$ cat config.mk
export PLATFORM = sky130hd
export DESIGN_NAME = uart_core
export DESIGN_NICKNAME = d
export VERILOG_FILES = /design/src/uart_core.v
export VERILOG_INCLUDE_DIRS = /design/src
export SDC_FILE = /design/constraint.sdc
export NUM_CORES = 1
export LEC_CHECK = 0
export BUFFER_PORTS_ARGS = -buffer_cell sky130_fd_sc_hd__buf_2
export CAP_MARGIN = 20
export CORE_ASPECT_RATIO = 1.25
export CORE_MARGIN = 3
export CORE_UTILIZATION = 55
export DETAILED_ROUTE_END_ITERATION = 6
export GPL_ROUTABILITY_DRIVEN = 0
export GPL_TIMING_DRIVEN = 0
export PLACE_DENSITY_LB_ADDON = 0.05
export RECOVER_POWER = 50
export SYNTH_ARGS = -nofsm -noshare
export SYNTH_HDL_FRONTEND = slang
export SYNTH_SLANG_ARGS = --single-unit
$ cat constraint.sdc
create_clock -name sys_clk -period 20.1 [get_ports sys_clk]
set_input_delay 1.005 -clock sys_clk [delete_from_list [all_inputs] [get_ports sys_clk]]
set_output_delay 1.005 -clock sys_clk [all_outputs]
set_load 0.03 [all_outputs]
$ cat src/uart_consts.vh
// register map, field positions and reset values of the serial transceiver
`ifndef UART_CONSTS_VH
`define UART_CONSTS_VH
`define OFF_DATA 12'h000
`define OFF_RSR 12'h004
`define OFF_FLAG 12'h018
`define OFF_IDIV 12'h024
`define OFF_FDIV 12'h028
`define OFF_LCR 12'h02C
`define OFF_CTL 12'h030
`define OFF_FLS 12'h034
`define OFF_MASK 12'h038
`define OFF_RAW 12'h03C
`define OFF_MIS 12'h040
`define OFF_ICR 12'h044
`define CTL_RESET 10'h300
`define FLS_RESET 6'h12
`define LCR_BRK 0
`define LCR_PEN 1
`define LCR_EPS 2
`define LCR_STP2 3
`define LCR_FEN 4
`define LCR_SPS 7
`define CTL_EN 0
`define CTL_LBE 7
`define CTL_TXE 8
`define CTL_RXE 9
`define INT_RX 4
`define INT_TX 5
`define INT_RT 6
`define INT_FE 7
`define INT_PE 8
`define INT_BE 9
`define INT_OE 10
`define RT_TICKS 9'h1FF
`define RESP_OK 2'h0
`define RESP_ERR 2'h2
`endif

$ cat src/uart_core.v
// serial transceiver with fifos, fractional baud generator and axi4-lite regs
`timescale 1ns/1ps
`include "uart_consts.vh"
module uart_core #(
  parameter DEPTH = 16,
  parameter AW = 12
) (
  // clock and reset
  input wire sys_clk,
  input wire rst,
  // axi4-lite write
  input wire [AW-1:0] awaddr,
  input wire awvalid,
  output reg awready,
  input wire [31:0] wdata,
  input wire [3:0] wstrb,
  input wire wvalid,
  output reg wready,
  output reg [1:0] bresp,
  output reg bvalid,
  input wire bready,
  // axi4-lite read
  input wire [AW-1:0] araddr,
  input wire arvalid,
  output reg arready,
  output reg [31:0] rdata,
  output reg [1:0] rresp,
  output reg rvalid,
  input wire rready,
  // serial lines and interrupt
  input wire serial_in_line,
  output reg serial_out_line,
  output reg irq
);
  localparam T_IDLE = 3'h0, T_START = 3'h1, T_DATA = 3'h2, T_PAR = 3'h3,
    T_STOP = 3'h4;

  // byte-lane merge of a write into a register image
  function [31:0] wmerge(input [31:0] o, input [31:0] n, input [3:0] s);
    integer i;
    begin
      for (i = 0; i < 4; i = i + 1)
        wmerge[i*8 +: 8] = s[i] ? n[i*8 +: 8] : o[i*8 +: 8];
    end
  endfunction
  // parity bit for the given data, length and mode
  function par_bit(input [7:0] d, input [1:0] wl, input eps, input sps);
    reg [7:0] m;
    begin
      m = d & (8'hFF >> (2'h3 - wl));
      par_bit = sps ? ~eps : (eps ? ^m : ~^m);
    end
  endfunction
  // trigger level in entries from a select code
  function [4:0] level(input [2:0] sel, input fifo_enable_bit);
    begin
      if (!fifo_enable_bit) level = 5'h01;
      else case (sel)
        3'h0: level = 5'h02;
        3'h1: level = 5'h04;
        3'h3: level = 5'h0C;
        3'h4: level = 5'h0E;
        default: level = 5'h08;
      endcase
    end
  endfunction

  reg [15:0] idiv_q;
  reg [5:0] fdiv_q;
  reg [7:0] lcr_q;
  reg [29:0] act_q;
  reg [9:0] ctl_q;
  reg [5:0] fls_q;
  reg [10:0] mask_q, raw_q;
  reg [3:0] rsr_q;
  reg aw_have_q, w_have_q;
  reg [AW-1:0] awaddr_q;
  reg [31:0] wdata_q;
  reg [3:0] wstrb_q;
  reg [7:0] tx_mem [0:DEPTH-1];
  reg [11:0] rx_mem [0:DEPTH-1];
  reg [3:0] tx_wp_q, tx_rp_q, rx_wp_q, rx_rp_q;
  reg [4:0] tx_cnt_q, rx_cnt_q;
  reg [15:0] bcnt_q;
  reg [5:0] acc_q;
  reg extra_q;
  reg [2:0] ts_q, rs_q;
  reg [3:0] tsub_q, rsub_q;
  reg [2:0] tbit_q, rbit_q;
  reg [7:0] tsh_q, rsh_q;
  reg tpar_q, rprev_q, perr_q, zero_q, ovr_q, rx_hit_q, tx_hit_q;
  reg rx_s1_q, rx_s2_q;
  reg [8:0] rt_q;

  // active framing from the latched 30-bit image
  wire [15:0] div_i = act_q[29:14];
  wire [5:0] div_f = act_q[13:8];
  wire [7:0] lcr = act_q[7:0];
  wire fifo_enable_bit = lcr[`LCR_FEN];
  wire [1:0] wlen = lcr[6:5];
  wire [4:0] cap = fifo_enable_bit ? DEPTH[4:0] : 5'h01;
  wire tx_full = tx_cnt_q >= cap;
  wire rx_full = rx_cnt_q >= cap;
  wire tx_empty = tx_cnt_q == 5'h00;
  wire rx_empty = rx_cnt_q == 5'h00;
  wire [2:0] nbits = {1'b0, wlen} + 3'h4; // last data bit index
  wire en = ctl_q[`CTL_EN];

  // bus handshakes
  wire do_wr = aw_have_q & w_have_q & ~bvalid;
  wire do_rd = arvalid & arready;
  wire [11:0] wa = {awaddr_q[11:2], 2'b00};
  wire [11:0] ra = {araddr[11:2], 2'b00};
  wire dr_wr = do_wr && wa == `OFF_DATA && wstrb_q[0];
  wire dr_rd = do_rd && ra == `OFF_DATA;
  wire tx_push = dr_wr && !tx_full;
  wire rx_pop = dr_rd && !rx_empty;

  // oversample tick: period of div_i plus a carried fractional cycle
  wire tick = div_i != 16'h0000 &&
    ({1'b0, bcnt_q} + 17'h00001 >= {1'b0, div_i} + {16'h0000, extra_q});
  wire [6:0] acc_sum = {1'b0, acc_q} + {1'b0, div_f};
  always @(posedge sys_clk or posedge rst) begin
    if (rst) begin
      bcnt_q <= 16'h0000;
      acc_q <= 6'h00;
      extra_q <= 1'b0;
    end else if (tick) begin
      bcnt_q <= 16'h0000;
      acc_q <= acc_sum[5:0];
      extra_q <= acc_sum[6];
    end else begin
      bcnt_q <= bcnt_q + 16'h0001;
    end
  end

  // transmitter: start pops the fifo, then sixteen ticks per bit
  wire tx_pop = ts_q == T_IDLE && !tx_empty && en && ctl_q[`CTL_TXE];
  wire tend = tick && tsub_q == 4'hF;
  always @(posedge sys_clk or posedge rst) begin
    if (rst) begin
      ts_q <= T_IDLE;
      tsub_q <= 4'h0;
      tbit_q <= 3'h0;
      tsh_q <= 8'h00;
      tpar_q <= 1'b0;
    end else begin
      if (tick) tsub_q <= tsub_q + 4'h1;
      case (ts_q)
        T_IDLE: if (tx_pop) begin
          ts_q <= T_START;
          tsub_q <= 4'h0;
          tsh_q <= tx_mem[tx_rp_q];
          tpar_q <= par_bit(tx_mem[tx_rp_q], wlen, lcr[`LCR_EPS],
            lcr[`LCR_SPS]);
        end
        T_START: if (tend) begin
          ts_q <= T_DATA;
          tbit_q <= 3'h0;
        end
        T_DATA: if (tend) begin
          tsh_q <= {1'b0, tsh_q[7:1]};
          tbit_q <= tbit_q + 3'h1;
          if (tbit_q == nbits) begin
            ts_q <= lcr[`LCR_PEN] ? T_PAR : T_STOP;
            tbit_q <= 3'h0;
          end
        end
        T_PAR: if (tend) ts_q <= T_STOP;
        T_STOP: if (tend) begin
          tbit_q <= tbit_q + 3'h1;
          if (tbit_q[0] || !lcr[`LCR_STP2]) ts_q <= T_IDLE;
        end
        default: ts_q <= T_IDLE;
      endcase
    end
  end

  // line driver, forced low while break is requested
  always @(posedge sys_clk or posedge rst) begin
    if (rst) serial_out_line <= 1'b1;
    else case (ts_q)
      T_START: serial_out_line <= 1'b0;
      T_DATA: serial_out_line <= tsh_q[0] & ~lcr[`LCR_BRK];
      T_PAR: serial_out_line <= tpar_q & ~lcr[`LCR_BRK];
      default: serial_out_line <= ~lcr[`LCR_BRK];
    endcase
  end

  // receive input synchroniser and loopback select
  always @(posedge sys_clk or posedge rst) begin
    if (rst) begin
      rx_s1_q <= 1'b1;
      rx_s2_q <= 1'b1;
    end else begin
      rx_s1_q <= serial_in_line;
      rx_s2_q <= rx_s1_q;
    end
  end
  wire rx_in = ctl_q[`CTL_LBE] ? serial_out_line : rx_s2_q;

  // receiver; an accepted character runs to its stop sample
  wire rend = tick && rsub_q == 4'hF;
  wire [7:0] rdat = rsh_q >> (3'h7 - nbits);
  wire rx_done = rs_q == T_STOP && rend;
  wire rx_push = rx_done && !rx_full;
  wire brk_in = zero_q & ~rx_in;
  wire [11:0] rx_ent = {ovr_q, brk_in, perr_q, ~rx_in, rdat};
  always @(posedge sys_clk or posedge rst) begin
    if (rst) begin
      rs_q <= T_IDLE;
      rsub_q <= 4'h0;
      rbit_q <= 3'h0;
      rsh_q <= 8'h00;
      rprev_q <= 1'b1;
      perr_q <= 1'b0;
      zero_q <= 1'b1;
    end else begin
      if (tick) begin
        rsub_q <= rsub_q + 4'h1;
        rprev_q <= rx_in;
      end
      case (rs_q)
        T_IDLE: if (tick && rprev_q && !rx_in && en &&
            ctl_q[`CTL_RXE]) begin
          rs_q <= T_START;
          rsub_q <= 4'h0;
        end
        T_START: if (tick && rsub_q == 4'h7) begin
          rs_q <= rx_in ? T_IDLE : T_DATA;
          rsub_q <= 4'h0;
          rbit_q <= 3'h0;
          perr_q <= 1'b0;
          zero_q <= 1'b1;
        end
        T_DATA: if (rend) begin
          rsh_q <= {rx_in, rsh_q[7:1]};
          zero_q <= zero_q & ~rx_in;
          rbit_q <= rbit_q + 3'h1;
          if (rbit_q == nbits) rs_q <= lcr[`LCR_PEN] ? T_PAR : T_STOP;
        end
        T_PAR: if (rend) begin
          perr_q <= rx_in != par_bit(rdat, wlen, lcr[`LCR_EPS],
            lcr[`LCR_SPS]);
          zero_q <= zero_q & ~rx_in;
          rs_q <= T_STOP;
        end
        T_STOP: if (rend) rs_q <= T_IDLE;
        default: rs_q <= T_IDLE;
      endcase
    end
  end

  // fifo storage and pointers
  always @(posedge sys_clk) begin
    if (tx_push) tx_mem[tx_wp_q] <= wdata_q[7:0];
    if (rx_push) rx_mem[rx_wp_q] <= rx_ent;
  end
  always @(posedge sys_clk or posedge rst) begin
    if (rst) begin
      tx_wp_q <= 4'h0;
      tx_rp_q <= 4'h0;
      rx_wp_q <= 4'h0;
      rx_rp_q <= 4'h0;
      tx_cnt_q <= 5'h00;
      rx_cnt_q <= 5'h00;
    end else begin
      if (tx_push) tx_wp_q <= tx_wp_q + 4'h1;
      if (tx_pop) tx_rp_q <= tx_rp_q + 4'h1;
      if (rx_push) rx_wp_q <= rx_wp_q + 4'h1;
      if (rx_pop) rx_rp_q <= rx_rp_q + 4'h1;
      tx_cnt_q <= tx_cnt_q + {4'h0, tx_push} - {4'h0, tx_pop};
      rx_cnt_q <= rx_cnt_q + {4'h0, rx_push} - {4'h0, rx_pop};
    end
  end

  // receive timeout: rx fifo holds data and line idle for 32 bits
  always @(posedge sys_clk or posedge rst) begin
    if (rst) rt_q <= 9'h000;
    else if (rx_empty || rs_q != T_IDLE || rx_pop) rt_q <= 9'h000;
    else if (tick && rt_q != `RT_TICKS) rt_q <= rt_q + 9'h001;
  end

  // raw events: hardware set wins over software clear
  wire rx_hit = rx_cnt_q >= level(fls_q[5:3], fifo_enable_bit);
  wire tx_hit = tx_cnt_q <= (fifo_enable_bit ? level(fls_q[2:0], fifo_enable_bit) : 5'h00);
  wire icr_wr = do_wr && wa == `OFF_ICR;
  wire [31:0] clr_w = icr_wr ? wmerge(32'h0, wdata_q, wstrb_q) : 32'h0;
  wire [10:0] clr = clr_w[10:0];
  wire [10:0] set;
  assign set[3:0] = 4'h0;
  assign set[`INT_RX] = rx_hit & ~rx_hit_q;
  assign set[`INT_TX] = tx_hit & ~tx_hit_q;
  assign set[`INT_RT] = tick && rt_q == `RT_TICKS - 9'h001;
  assign set[`INT_FE] = rx_done & ~rx_in;
  assign set[`INT_PE] = rx_done & perr_q;
  assign set[`INT_BE] = rx_done & brk_in;
  assign set[`INT_OE] = rx_done & rx_full;
  wire [10:0] lvl_clr = {4'h0, rx_empty, ~tx_hit, ~rx_hit, 4'h0};
  always @(posedge sys_clk or posedge rst) begin
    if (rst) begin
      raw_q <= 11'h000;
      rx_hit_q <= 1'b0;
      tx_hit_q <= 1'b0;
      irq <= 1'b0;
    end else begin
      rx_hit_q <= rx_hit;
      tx_hit_q <= tx_hit;
      raw_q <= (raw_q & ~clr & ~lvl_clr) | set;
      irq <= |(raw_q & mask_q);
    end
  end

  // receive status: overrun sticky, errors of last read entry
  always @(posedge sys_clk or posedge rst) begin
    if (rst) begin
      rsr_q <= 4'h0;
      ovr_q <= 1'b0;
    end else begin
      if (rx_push) ovr_q <= 1'b0;
      if (rx_pop) rsr_q[2:0] <= rx_mem[rx_rp_q][10:8];
      if (do_wr && wa == `OFF_RSR) rsr_q <= 4'h0;
      if (rx_done && rx_full) begin
        ovr_q <= 1'b1;
        rsr_q[3] <= 1'b1;
      end
    end
  end

  // axi4-lite write side: address and data taken in either order
  always @(posedge sys_clk or posedge rst) begin
    if (rst) begin
      awready <= 1'b1;
      wready <= 1'b1;
      aw_have_q <= 1'b0;
      w_have_q <= 1'b0;
      awaddr_q <= {AW{1'b0}};
      wdata_q <= 32'h00000000;
      wstrb_q <= 4'h0;
      bvalid <= 1'b0;
      bresp <= `RESP_OK;
    end else begin
      if (awvalid && awready) begin
        awready <= 1'b0;
        aw_have_q <= 1'b1;
        awaddr_q <= awaddr;
      end
      if (wvalid && wready) begin
        wready <= 1'b0;
        w_have_q <= 1'b1;
        wdata_q <= wdata;
        wstrb_q <= wstrb;
      end
      if (do_wr) begin
        aw_have_q <= 1'b0;
        w_have_q <= 1'b0;
        bvalid <= 1'b1;
        case (wa)
          `OFF_DATA, `OFF_RSR, `OFF_IDIV, `OFF_FDIV, `OFF_LCR, `OFF_CTL,
          `OFF_FLS, `OFF_MASK, `OFF_ICR: bresp <= `RESP_OK;
          default: bresp <= `RESP_ERR;
        endcase
      end
      if (bvalid && bready) begin
        bvalid <= 1'b0;
        awready <= 1'b1;
        wready <= 1'b1;
      end
    end
  end

  // configuration registers; the line write latches the whole image
  wire [31:0] wm_i = wmerge({16'h0, idiv_q}, wdata_q, wstrb_q);
  wire [31:0] wm_f = wmerge({26'h0, fdiv_q}, wdata_q, wstrb_q);
  wire [31:0] wm_l = wmerge({24'h0, lcr_q}, wdata_q, wstrb_q);
  wire [31:0] wm_c = wmerge({22'h0, ctl_q}, wdata_q, wstrb_q);
  wire [31:0] wm_s = wmerge({26'h0, fls_q}, wdata_q, wstrb_q);
  wire [31:0] wm_m = wmerge({21'h0, mask_q}, wdata_q, wstrb_q);
  always @(posedge sys_clk or posedge rst) begin
    if (rst) begin
      idiv_q <= 16'h0000;
      fdiv_q <= 6'h00;
      lcr_q <= 8'h00;
      act_q <= 30'h00000000;
      ctl_q <= `CTL_RESET;
      fls_q <= `FLS_RESET;
      mask_q <= 11'h000;
    end else if (do_wr) begin
      case (wa)
        `OFF_IDIV: idiv_q <= wm_i[15:0];
        `OFF_FDIV: fdiv_q <= wm_f[5:0];
        `OFF_LCR: begin
          lcr_q <= wm_l[7:0];
          act_q <= {idiv_q, fdiv_q, wm_l[7:0]};
        end
        `OFF_CTL: ctl_q <= wm_c[9:0];
        `OFF_FLS: fls_q <= wm_s[5:0];
        `OFF_MASK: mask_q <= wm_m[10:0];
        default: ctl_q <= ctl_q;
      endcase
    end
  end

  // axi4-lite read side: one-cycle registered answer
  wire busy = !tx_empty || ts_q != T_IDLE;
  always @(posedge sys_clk or posedge rst) begin
    if (rst) begin
      arready <= 1'b1;
      rvalid <= 1'b0;
      rdata <= 32'h00000000;
      rresp <= `RESP_OK;
    end else begin
      if (do_rd) begin
        arready <= 1'b0;
        rvalid <= 1'b1;
        rresp <= `RESP_OK;
        case (ra)
          `OFF_DATA: rdata <= rx_empty ? 32'h0 : {20'h0, rx_mem[rx_rp_q]};
          `OFF_RSR: rdata <= {28'h0, rsr_q};
          `OFF_FLAG: rdata <= {24'h0, tx_empty, rx_full, tx_full,
            rx_empty, busy, 3'h0};
          `OFF_IDIV: rdata <= {16'h0, idiv_q};
          `OFF_FDIV: rdata <= {26'h0, fdiv_q};
          `OFF_LCR: rdata <= {24'h0, lcr_q};
          `OFF_CTL: rdata <= {22'h0, ctl_q};
          `OFF_FLS: rdata <= {26'h0, fls_q};
          `OFF_MASK: rdata <= {21'h0, mask_q};
          `OFF_RAW: rdata <= {21'h0, raw_q};
          `OFF_MIS: rdata <= {21'h0, raw_q & mask_q};
          `OFF_ICR: rdata <= 32'h0;
          default: begin
            rdata <= 32'h0;
            rresp <= `RESP_ERR;
          end
        endcase
      end
      if (rvalid && rready) begin
        rvalid <= 1'b0;
        arready <= 1'b1;
      end
    end
  end
endmodule

# ---- Word-level counts from Yosys, hierarchy flattened
# Memory sizes are Yosys's and may differ from the RTL's.
# Cells that the tools add are included.
# W data, S select, Z words.
dict set report totals {
  reg_bits 282
  latchBits 0
  mem_bits_rw 320
  mem_bits_ro 0
  input_bits 68
  out_inout_bits 43
  wordCells 342
  n_memories 2
}
dict set report op_classes {
  addsub 20
  mul 0
  div 0
  magnitude_cmp 5
  n_eq_ne 55
  shift 2
  n_mux 86
  n_bitwise 28
  reduce_logical 89
}
# memory words word_bits read_ports rd_clocked_by_memory_dff write_ports line
set mem_list {}
lappend mem_list {rx_mem 16 12 1 0 1 uart_core.v:81} ;# reg [11:0] rx_mem [0:DEPTH-1];
lappend mem_list {tx_mem 16 8 1 0 1 uart_core.v:80} ;# reg [7:0] tx_mem [0:DEPTH-1];
# operator n
set ops {}
lappend ops {{$pmux W16 S11} 1}
lappend ops {{$eq A10 B4 Y1 const B} 13}
lappend ops {{$mux W3} 22}
lappend ops {{$reduce_and A3 Y1} 12}
lappend ops {{$and A11 B11 Y11} 3}
lappend ops {{$mux W4} 8}
lappend ops {{$mux W8} 4}
lappend ops {{$pmux W4 S4} 2}
lappend ops {{$eq A10 B5 Y1 const B} 3}
lappend ops {{$mux W1} 30}
lappend ops {{$pmux W3 S5} 2}
lappend ops {{$reduce_bool A2 Y1} 14}
lappend ops {{$logic_and A1 B1 Y1} 27}
lappend ops {{$ne A2 B2 Y1 const B} 13}
lappend ops {{$add A4 B1 Y4 const B} 6}
lappend ops {{$logic_not A12 Y1} 2}
lappend ops {{$eq A10 B1 Y1 const B} 2}
lappend ops {{$eq A3 B2 Y1 const B} 6}
lappend ops {{$mux W9} 2}
lappend ops {{$add A16 B1 Y17} 1}
lappend ops {{$add A16 B1 Y17 const B} 1}
lappend ops {{$ge A17 B17 Y1} 1}
lappend ops {{$add A16 B1 Y16 const B} 1}
lappend ops {{$and A8 B8 Y8} 2}
lappend ops {{54 further kinds} 107}

# ---- Depth between registers and ports, before layout
# Gate-level depths: netlist of run 1.
dict set report depth {
  word_depth 10
  mapped_depth 27
  depth_no_buf 25
}

# ---- Worst setup path after synthesis of run 1
# Ideal clock, no wire load.
dict set report synth_timing {
  path_type {reg2reg}
  from {reg act_q[14]}
  to {reg rx_cnt_q[4]}
  setup_ns 0.123
  t_arrival_ns 4.739
  t_required_ns 19.977
  setup_slack_ns 15.238
  stages_incl_launch_ff 28
  path_buffers 2
  synth_period_minus_slack_ns 4.862
  path_cell_list {dfrtp_1 -> ha_1 -> ha_1 -> nand3_1 -> nor2_1 -> and3_1 -> clkbuf_1 -> nand3_1 -> xor2_1 -> ha_1 -> nand4_1 -> nor4_1 -> nor2_1 -> a21oi_1 -> o31ai_1 -> a2111oi_0 -> clkbuf_1 -> inv_1 -> ha_1 -> inv_1 -> ha_1 -> inv_1 -> fa_1 -> nor2_1 -> nor2_1 -> nor2_1 -> nor2_1 -> xnor2_1}
}
dict set report synth_via {
  elab_chain_len 8
  word_cells_on_any_way 9
  cone_classes {add/sub: 3; order compare: 1; reduce/logical: 5}
}
# element line
set synth_lines {}
lappend synth_lines {{from (decl)} uart_core.v:71} ;# reg [29:0] act_q;
lappend synth_lines {{from (signal assigned)} uart_core.v:394} ;# act_q <= {idiv_q, fdiv_q, wm_l[7:0]};
lappend synth_lines {{$add A16 B1 Y17} uart_core.v:121} ;# ({1'b0, bcnt_q} + 17'h00001 >= {1'b0, div_i} + {16'h0000, extra_q});
lappend synth_lines {{$ge A17 B17 Y1} uart_core.v:121}
lappend synth_lines {{$logic_and A1 B1 Y1 *} uart_core.v:120} ;# wire tick = div_i != 16'h0000 &&
lappend synth_lines {{$logic_and A1 B1 Y1 *} uart_core.v:203} ;# wire rend = tick && rsub_q == 4'hF;
lappend synth_lines {{$logic_and A1 B1 Y1 *} uart_core.v:205} ;# wire rx_done = rs_q == T_STOP && rend;
lappend synth_lines {{$logic_and A1 B1 Y1 *} uart_core.v:206} ;# wire rx_push = rx_done && !rx_full;
lappend synth_lines {{$add A5 B1 Y5 *} uart_core.v:273} ;# rx_cnt_q <= rx_cnt_q + {4'h0, rx_push} - {4'h0, rx_pop};
lappend synth_lines {{$sub A5 B1 Y5 *} uart_core.v:273}
lappend synth_lines {{to (signal assigned)} uart_core.v:273}
lappend synth_lines {{to (decl)} uart_core.v:83} ;# reg [4:0] tx_cnt_q, rx_cnt_q;
# Every way passes the cells marked *; elsewhere a longest branch is shown, timed or not.
# A chain may end at the register's enable or synchronous reset.

==> results.cfg, run 1 <==
[run_status]
status = finished, violations left
violations = capacitance limit, slew limit

[floorplan]
die_w_um = 200
die_area_um2 = 49700
dieHeight_um = 248
io_pins = 111
fp-row-count = 88
core_area_um2 = 46400
start_util_pct = 55.8

[worst_setup_path]
end_kind = asynchronous set/reset pin
worstPathRequired_ps = 19570
critPathKind = in -> async
r2r_setup_slack_ps = 14040
startpoint = rst
cp-start-kind = primary input
critPathMaxFanout = 96
worstPathArrival_ps = 6660
r2r-start = act_q[14]

[pwr]
power_frac_clock_pct = 38.8
finalPower_w = 0.00272
power_frac_seq_pct = 53.2
comb_power_share_pct = 8.0
p_switching_w = 0.000681
p_int_w = 0.00204
switching_share_pct = 25.0
cellLeakagePower_nw = 10.8
irDropWorstVdd_uv = 108
powerDensity_nw_per_um2 = 93.5

[clock_network]
tritoncts = yes
cts.sinks = 572
post-cts-setup-buffers = 0
clockBufferDepth = 3
numCtsBuffers = 55
htreeDepth = 2
clk_pin_slew_worst_paths_ps = 60
cts_resized = 0
ctsHoldBuffers = 0
worstSkewPairLatency_ps = 620
cts_root_buffer = clkbuf_16

[timing]
tns_ps = 0
tightest_slew_ps = 5190
setup_viol = 0
max_freq_ghz = 0.139
slew_headroom_pct = -246
grt_setup_unrepaired = false
final-hold-violation-count = 0
fin_crit_sh_pct = 35.8
worst_slack_ps = 12910
whs_ps = 358
finalClockSkew_ps = 26.8
report.final.slew_viol_count = 257
min_period_ps = 7190

[cells_and_area]
layout_common_cells = edfxtp_1 (320), dfrtp_1 (240), mux2_2 (136), nand2_1 (115), clkbuf_1 (93)
syn_to_final_growth_pct = 12.4
finalNonFillerCells = 2609
final_nets = 2070
drive_gt1_share_pct = 21.4
final_common_cell = edfxtp_1

[worst_hold_path]
hold_start = rx_s1_q
min_path_type = reg -> reg

[synthesis]
synth_cells = 1772
synthesis.area_um2 = 25900
syn_area_per_cell_um2 = 14.6
synth_warnings = 0
ys_types = 70
yosysSeqAreaShare_pct = 61.6
async_flop_share_pct = 44.1
ys_ff_latch = 572
synth-edff-count = 320
synth-main-ff-cell = edfxtp_1

[drt]
dr_total_vias = 15600
viasPerCell = 6.00
drt_iter0_markers = 1198
ant_nets = 0
drc_errors = 0
wl_per_cell_um = 24.3
drt-pass1-iter-count = 5
routed_wl_mm = 63.4

[global_route]
grt_antenna_before_repair = 3
grt_overflow = 0
grt_max_degree = 97
grt_pass1_wl_mm = 97.8
grt_pass1_vias = 16300
grt_usage_pct = 26.1

[placement]
hpwl_mm = 44.3
pre_cts_slack_ps = 13970
place_inst = 2499
port_buffers = 68

[flow_run]
maxCapViolations = 3
[kinds of logic (layout without fill, tap and decap cells)]
| kind of cell | after synthesis | count (layout) | synth area share [%] |
|---|---|---|---|
| xor gates and xnor gates | 79 | 79 | 2.67 |
| and+or+nand+nor | 398 | 398 | 7.52 |
| AOI/OAI and AO/OA | 246 | 246 | 6.42 |
| adders and majority gates | 72 | 72 | 3.57 |
| other | 1 | 20 | 0.0145 |
| DFF | 572 | 572 | 61.6 |
| buffers and inverters | 152 | 340 | 2.66 |
| muxes | 252 | 252 | 15.6 |
[power by group through the flow]
stage                     Clock [W]  Sequential [W]  Combinational (W)
after floorplan                   0         0.00143           0.000150
after global placement            0         0.00146           0.000210
after detailed placement          0         0.00147           0.000220
after CTS                   0.00108         0.00145           0.000222
after global routing        0.00112         0.00146           0.000244
final                       0.00105         0.00145           0.000217
[critical path: stages]
cell        delay, ps
buf_2             100
clkinvlp_2       1670
clkbuf_1         3730
[cell usage after synthesis (all sizes together) (8+ instances only)]
cell	instances	share of area, %
mux2	136	5.9
a221oi	9	0.33
edfxtp	320	37
nor4	13	0.31
o31ai	8	0.23
nor2	76	1.1
nand2	115	1.7
a21boi	9	0.26
dfstp	12	1.2
a211oi	8	0.25
a21o	12	0.35
nand4	11	0.27
ha	69	3.3
xnor2	56	1.9
nand3	46	0.89
a22o	12	0.41
mux4	100	9.0
a21oi	57	1.1
clkbuf	55	0.80
a22oi	21	0.65
o21ai	59	1.1
nor2b	23	0.56
buf	36	0.98
and3	52	1.3
inv	61	0.89
xor2	23	0.78
dfrtp	240	23
and2	15	0.36
mux2i	16	0.62
nor3	24	0.46
[layout make-up]
cell class | instances | area [um^2]
diodes | 2 | 5.00
plain buffers | 91 | 459
clock buffers | 80 | 1580
clock inverters | 24 | 268
fillers | 3494 | 17300
inverters | 61 | 230
multi-input cells | 1065 | 9390
flip-flops and latches | 572 | 15900
well taps | 630 | 788
repair buffers | 84 | 438
[state kept, by name, summed over array words and instances (netlist names), 11 cells and up]
signal / count
wdata_q: 16
rdata: 16
idiv_q: 16
raw_q: 11
mask_q: 11
rx_mem: 192
tx_mem: 128
act_q: 23
bcnt_q: 16
[per-layer routing]
layer	up-vias	part of all wire (%)	GRT usage, %	routed length [um]
met3	151	4.7	3.82	3000
li1	7031	-	-	-
met5	-	0.032	0	20
met2	469	52	45.6	33000
met4	2	4.9	10.9	3130
met1	7988	38	32.6	24300
[worst paths after layout]
path                          endpoint  cells after the start
max                         wdata_q[2]                      3
min                            rx_s2_q                      0
max reg2reg                rx_cnt_q[4]                     28
min reg2reg                    rx_s2_q                      0
max in group sys_clk       rx_cnt_q[4]                     28
min in group asynchronous   bcnt_q[12]                      2
[per-stage QoR]
| step | cell area, um^2 | util (%) |
|---|---|---|
| after global placement | 27100 | 58.4 |
| after global routing | 29100 | 62.7 |
| final | 29100 | 62.8 |
| after floorplan | 25900 | - |
| after detailed placement | 27300 | 58.9 |
| after CTS | 29100 | 62.9 |
Note: power is estimated with default switching activity, not from simulation.
==> inputs of run 2 (changes only) <==
Settings changed: ABC_AREA set to 1.
Clock period 20.1 ns to 7 ns, I/O delays scaled along.
==> results.cfg, run 2 <==
[cells_and_area]
layout_common_cells = nand2_1 (536), edfxtp_1 (320), o21ai_0 (317), nor2_1 (279), inv_1 (258)
drive_gt1_share_pct = 9.36
stdcell_area_um2 = 30000
diodes = 0
syn_to_final_growth_pct = 13.7
max_flop_register = rx_mem
top_regs = rx_mem (192), tx_mem (128), act_q (23)
finalNonFillerCells = 3542
largest_register_ff_count = 192
final_nets = 2999
final_common_cell = nand2_1

[drt]
wl_per_cell_um = 20.4
dr_total_vias = 19900
ant_nets = 0
viasPerCell = 5.63
routed_wl_mm = 72.2
drt-pass1-iter-count = 6
drt_iter0_markers = 1930
drc_errors = 0

[clock_network]
numCtsBuffers = 54
ctsHoldBuffers = 32
htreeDepth = 2
cts_root_buffer = clkbuf_16
tritoncts = yes
clk_pin_slew_worst_paths_ps = 60
cts_resized = 0
cts.sinks = 572
clockBufferDepth = 3
post-cts-setup-buffers = 0
worstSkewPairLatency_ps = 620

[timing]
tightest_slew_ps = 2280
fin_crit_sh_pct = 74.1
min_period_ps = 5180
tns_ps = 0
slew_headroom_pct = -52.0
finalClockSkew_ps = 27.5
max_freq_ghz = 0.193
final-hold-violation-count = 0
setup_viol = 0
report.final.slew_viol_count = 113
grt_setup_unrepaired = false

[pwr]
cellLeakagePower_nw = 12.5
powerDensity_nw_per_um2 = 270
irDropWorstVdd_uv = 244

[floorplan]
dieHeight_um = 251
die_area_um2 = 50700
start_util_pct = 55.8
die_w_um = 202
fp-row-count = 89
core_area_um2 = 47300
io_pins = 111

[synthesis]
synth_largest_area_cell = edfxtp_1
netlist_top_cells_area = edfxtp_1 (36%), dfrtp_1 (23%), nand2_1 (7.6%)
synth_cells = 2654
synth_top_area_share_pct = 36.4
ys_types = 64
synth_warnings = 0
yosysMostFrequentCell = nand2_1
synthesis.area_um2 = 26400
ys_ff_latch = 572
synth-main-ff-cell = edfxtp_1
async_flop_share_pct = 44.1
syn_area_per_cell_um2 = 9.95
synth-edff-count = 320
ys_top_cells_by_count = nand2_1 (536), edfxtp_1 (320), o21ai_0 (310)
yosysSeqAreaShare_pct = 60.3

[worst_hold_path]
min_path_type = in -> reg
holdPathEnd = wdata_q[5]
hold_start = wdata[5]
min_delay_path_depth = 3

[worst_setup_path]
slowest_stage = dfrtp_1
end_kind = flip-flop
cp-start-kind = flip-flop
crit_top_cell = inv_1
worst_path_largest_cell_delay_ps = 400
startpoint = bcnt_q[0]
r2r-start = bcnt_q[0]
critPathMaxFanout = 6
rr_worst_depth = 29
worstPathRequired_ps = 7490
r2r_end = rx_cnt_q[4]
worstPathArrival_ps = 5680
critPathKind = reg -> reg
r2r_setup_slack_ps = 1820

[global_route]
grt_pass1_vias = 19600
grt_overflow = 0
grt_pass1_wl_mm = 111
grt_usage_pct = 28.4
grt_antenna_before_repair = 0
grt_max_degree = 42

[run_status]
status = finished, violations left
violations = capacitance limit, slew limit

[placement]
hpwl_mm = 52.1
postPlaceCellArea_um2 = 28000
port_buffers = 70
place_inst = 3405

[flow_run]
maxCapViolations = 3
## run 2: changes by cell type after synthesis, moves of 33 or more
cell	before	now
nand3_1	46	131
nand2_1	115	536
o221ai_1	4	37
o21ai_0	58	310
mux2_2	136	9
inv_1	61	259
mux4_2	78	0
and3_1	52	1
nor2_1	76	288
xnor2_1	56	9
## run 2: kinds of logic (layout without fill, tap and decap cells)
| group | Yosys count | count (layout) | share of synthesized area (%) |
|---|---|---|---|
| AOI/OAI and AO/OA | 509 | 509 | 11.1 |
| xor gates and xnor gates | 59 | 59 | 1.96 |
| adders and majority gates | 72 | 72 | 3.50 |
| buffers and inverters | 387 | 621 | 6.18 |
| DFF | 572 | 572 | 60.3 |
| muxes | 10 | 10 | 0.426 |
| other | 1 | 18 | 0.0142 |
| and+or+nand+nor | 1044 | 1044 | 16.5 |
## run 2: report_power, final
| part | total [W] | switching (W) | internal, W | leakage [nW] |
|---|---|---|---|---|
| sequential | 0.00413 | 0.000285 | 0.00385 | 6.39 |
| combinational | 0.000958 | 0.000662 | 0.000295 | 5.21 |
| clock | 0.00300 | 0.00130 | 0.00170 | 0.890 |
| total | 0.00810 | 0.00225 | 0.00585 | 12.5 |
## run 2: worst max-delay path by stage
stage,slack (ps),to,cells past startpoint
floorplan,2740,rx_cnt_q[4],29
global placement,1510,rx_mem[11][4],24
detailed placement,1890,rx_cnt_q[4],26
CTS,1860,rx_cnt_q[4],29
global route,1370,rx_cnt_q[4],26
finish,1820,rx_cnt_q[4],29
## run 2: stage by stage
| step | setup WS, ps | hold slack (ps) | total power, W | utilization, % |
|---|---|---|---|---|
| 5_1_grt | 1370 | 25.1 | 0.00842 | 63.4 |
| 6_report | 1820 | 33.1 | 0.00810 | 63.4 |
| 4_1_cts | 1860 | 0.374 | 0.00815 | 63.7 |
| 3_3_place_gp | 1510 | 349 | 0.00510 | 58.4 |
| 2_1_floorplan | 2740 | 345 | 0.00473 | - |
| 3_5_place_dp | 1890 | 346 | 0.00515 | 59.2 |
## run 2: critical path: cells and delay by family (launching register included)
family | cells | cell delay, ps
simple gates | 12 | 1940
flops | 1 | 400
fa+ha+maj | 5 | 1360
xor+xnor | 2 | 310
compound gates | 5 | 680
buf+inv | 5 | 380
## run 2: cell type report
class,instances,area (um^2)
Buffer,109,572
Clock buffer,67,1450
Clock inverter,35,357
Fill cell,3943,17300
Inverter,278,1050
Multi-Input combinational cell,1712,8920
Sequential cell,572,15900
Tap cell,637,797
Timing Repair Buffer,132,947
## run 2: per-layer routing
metal	track usage, %	up-vias	wire length (um)
li1	-	9402	-
met1	36.7	9617	28900
met2	48.1	744	35500
met3	3.74	183	4170
met4	13.1	0	3670
met5	0	-	0
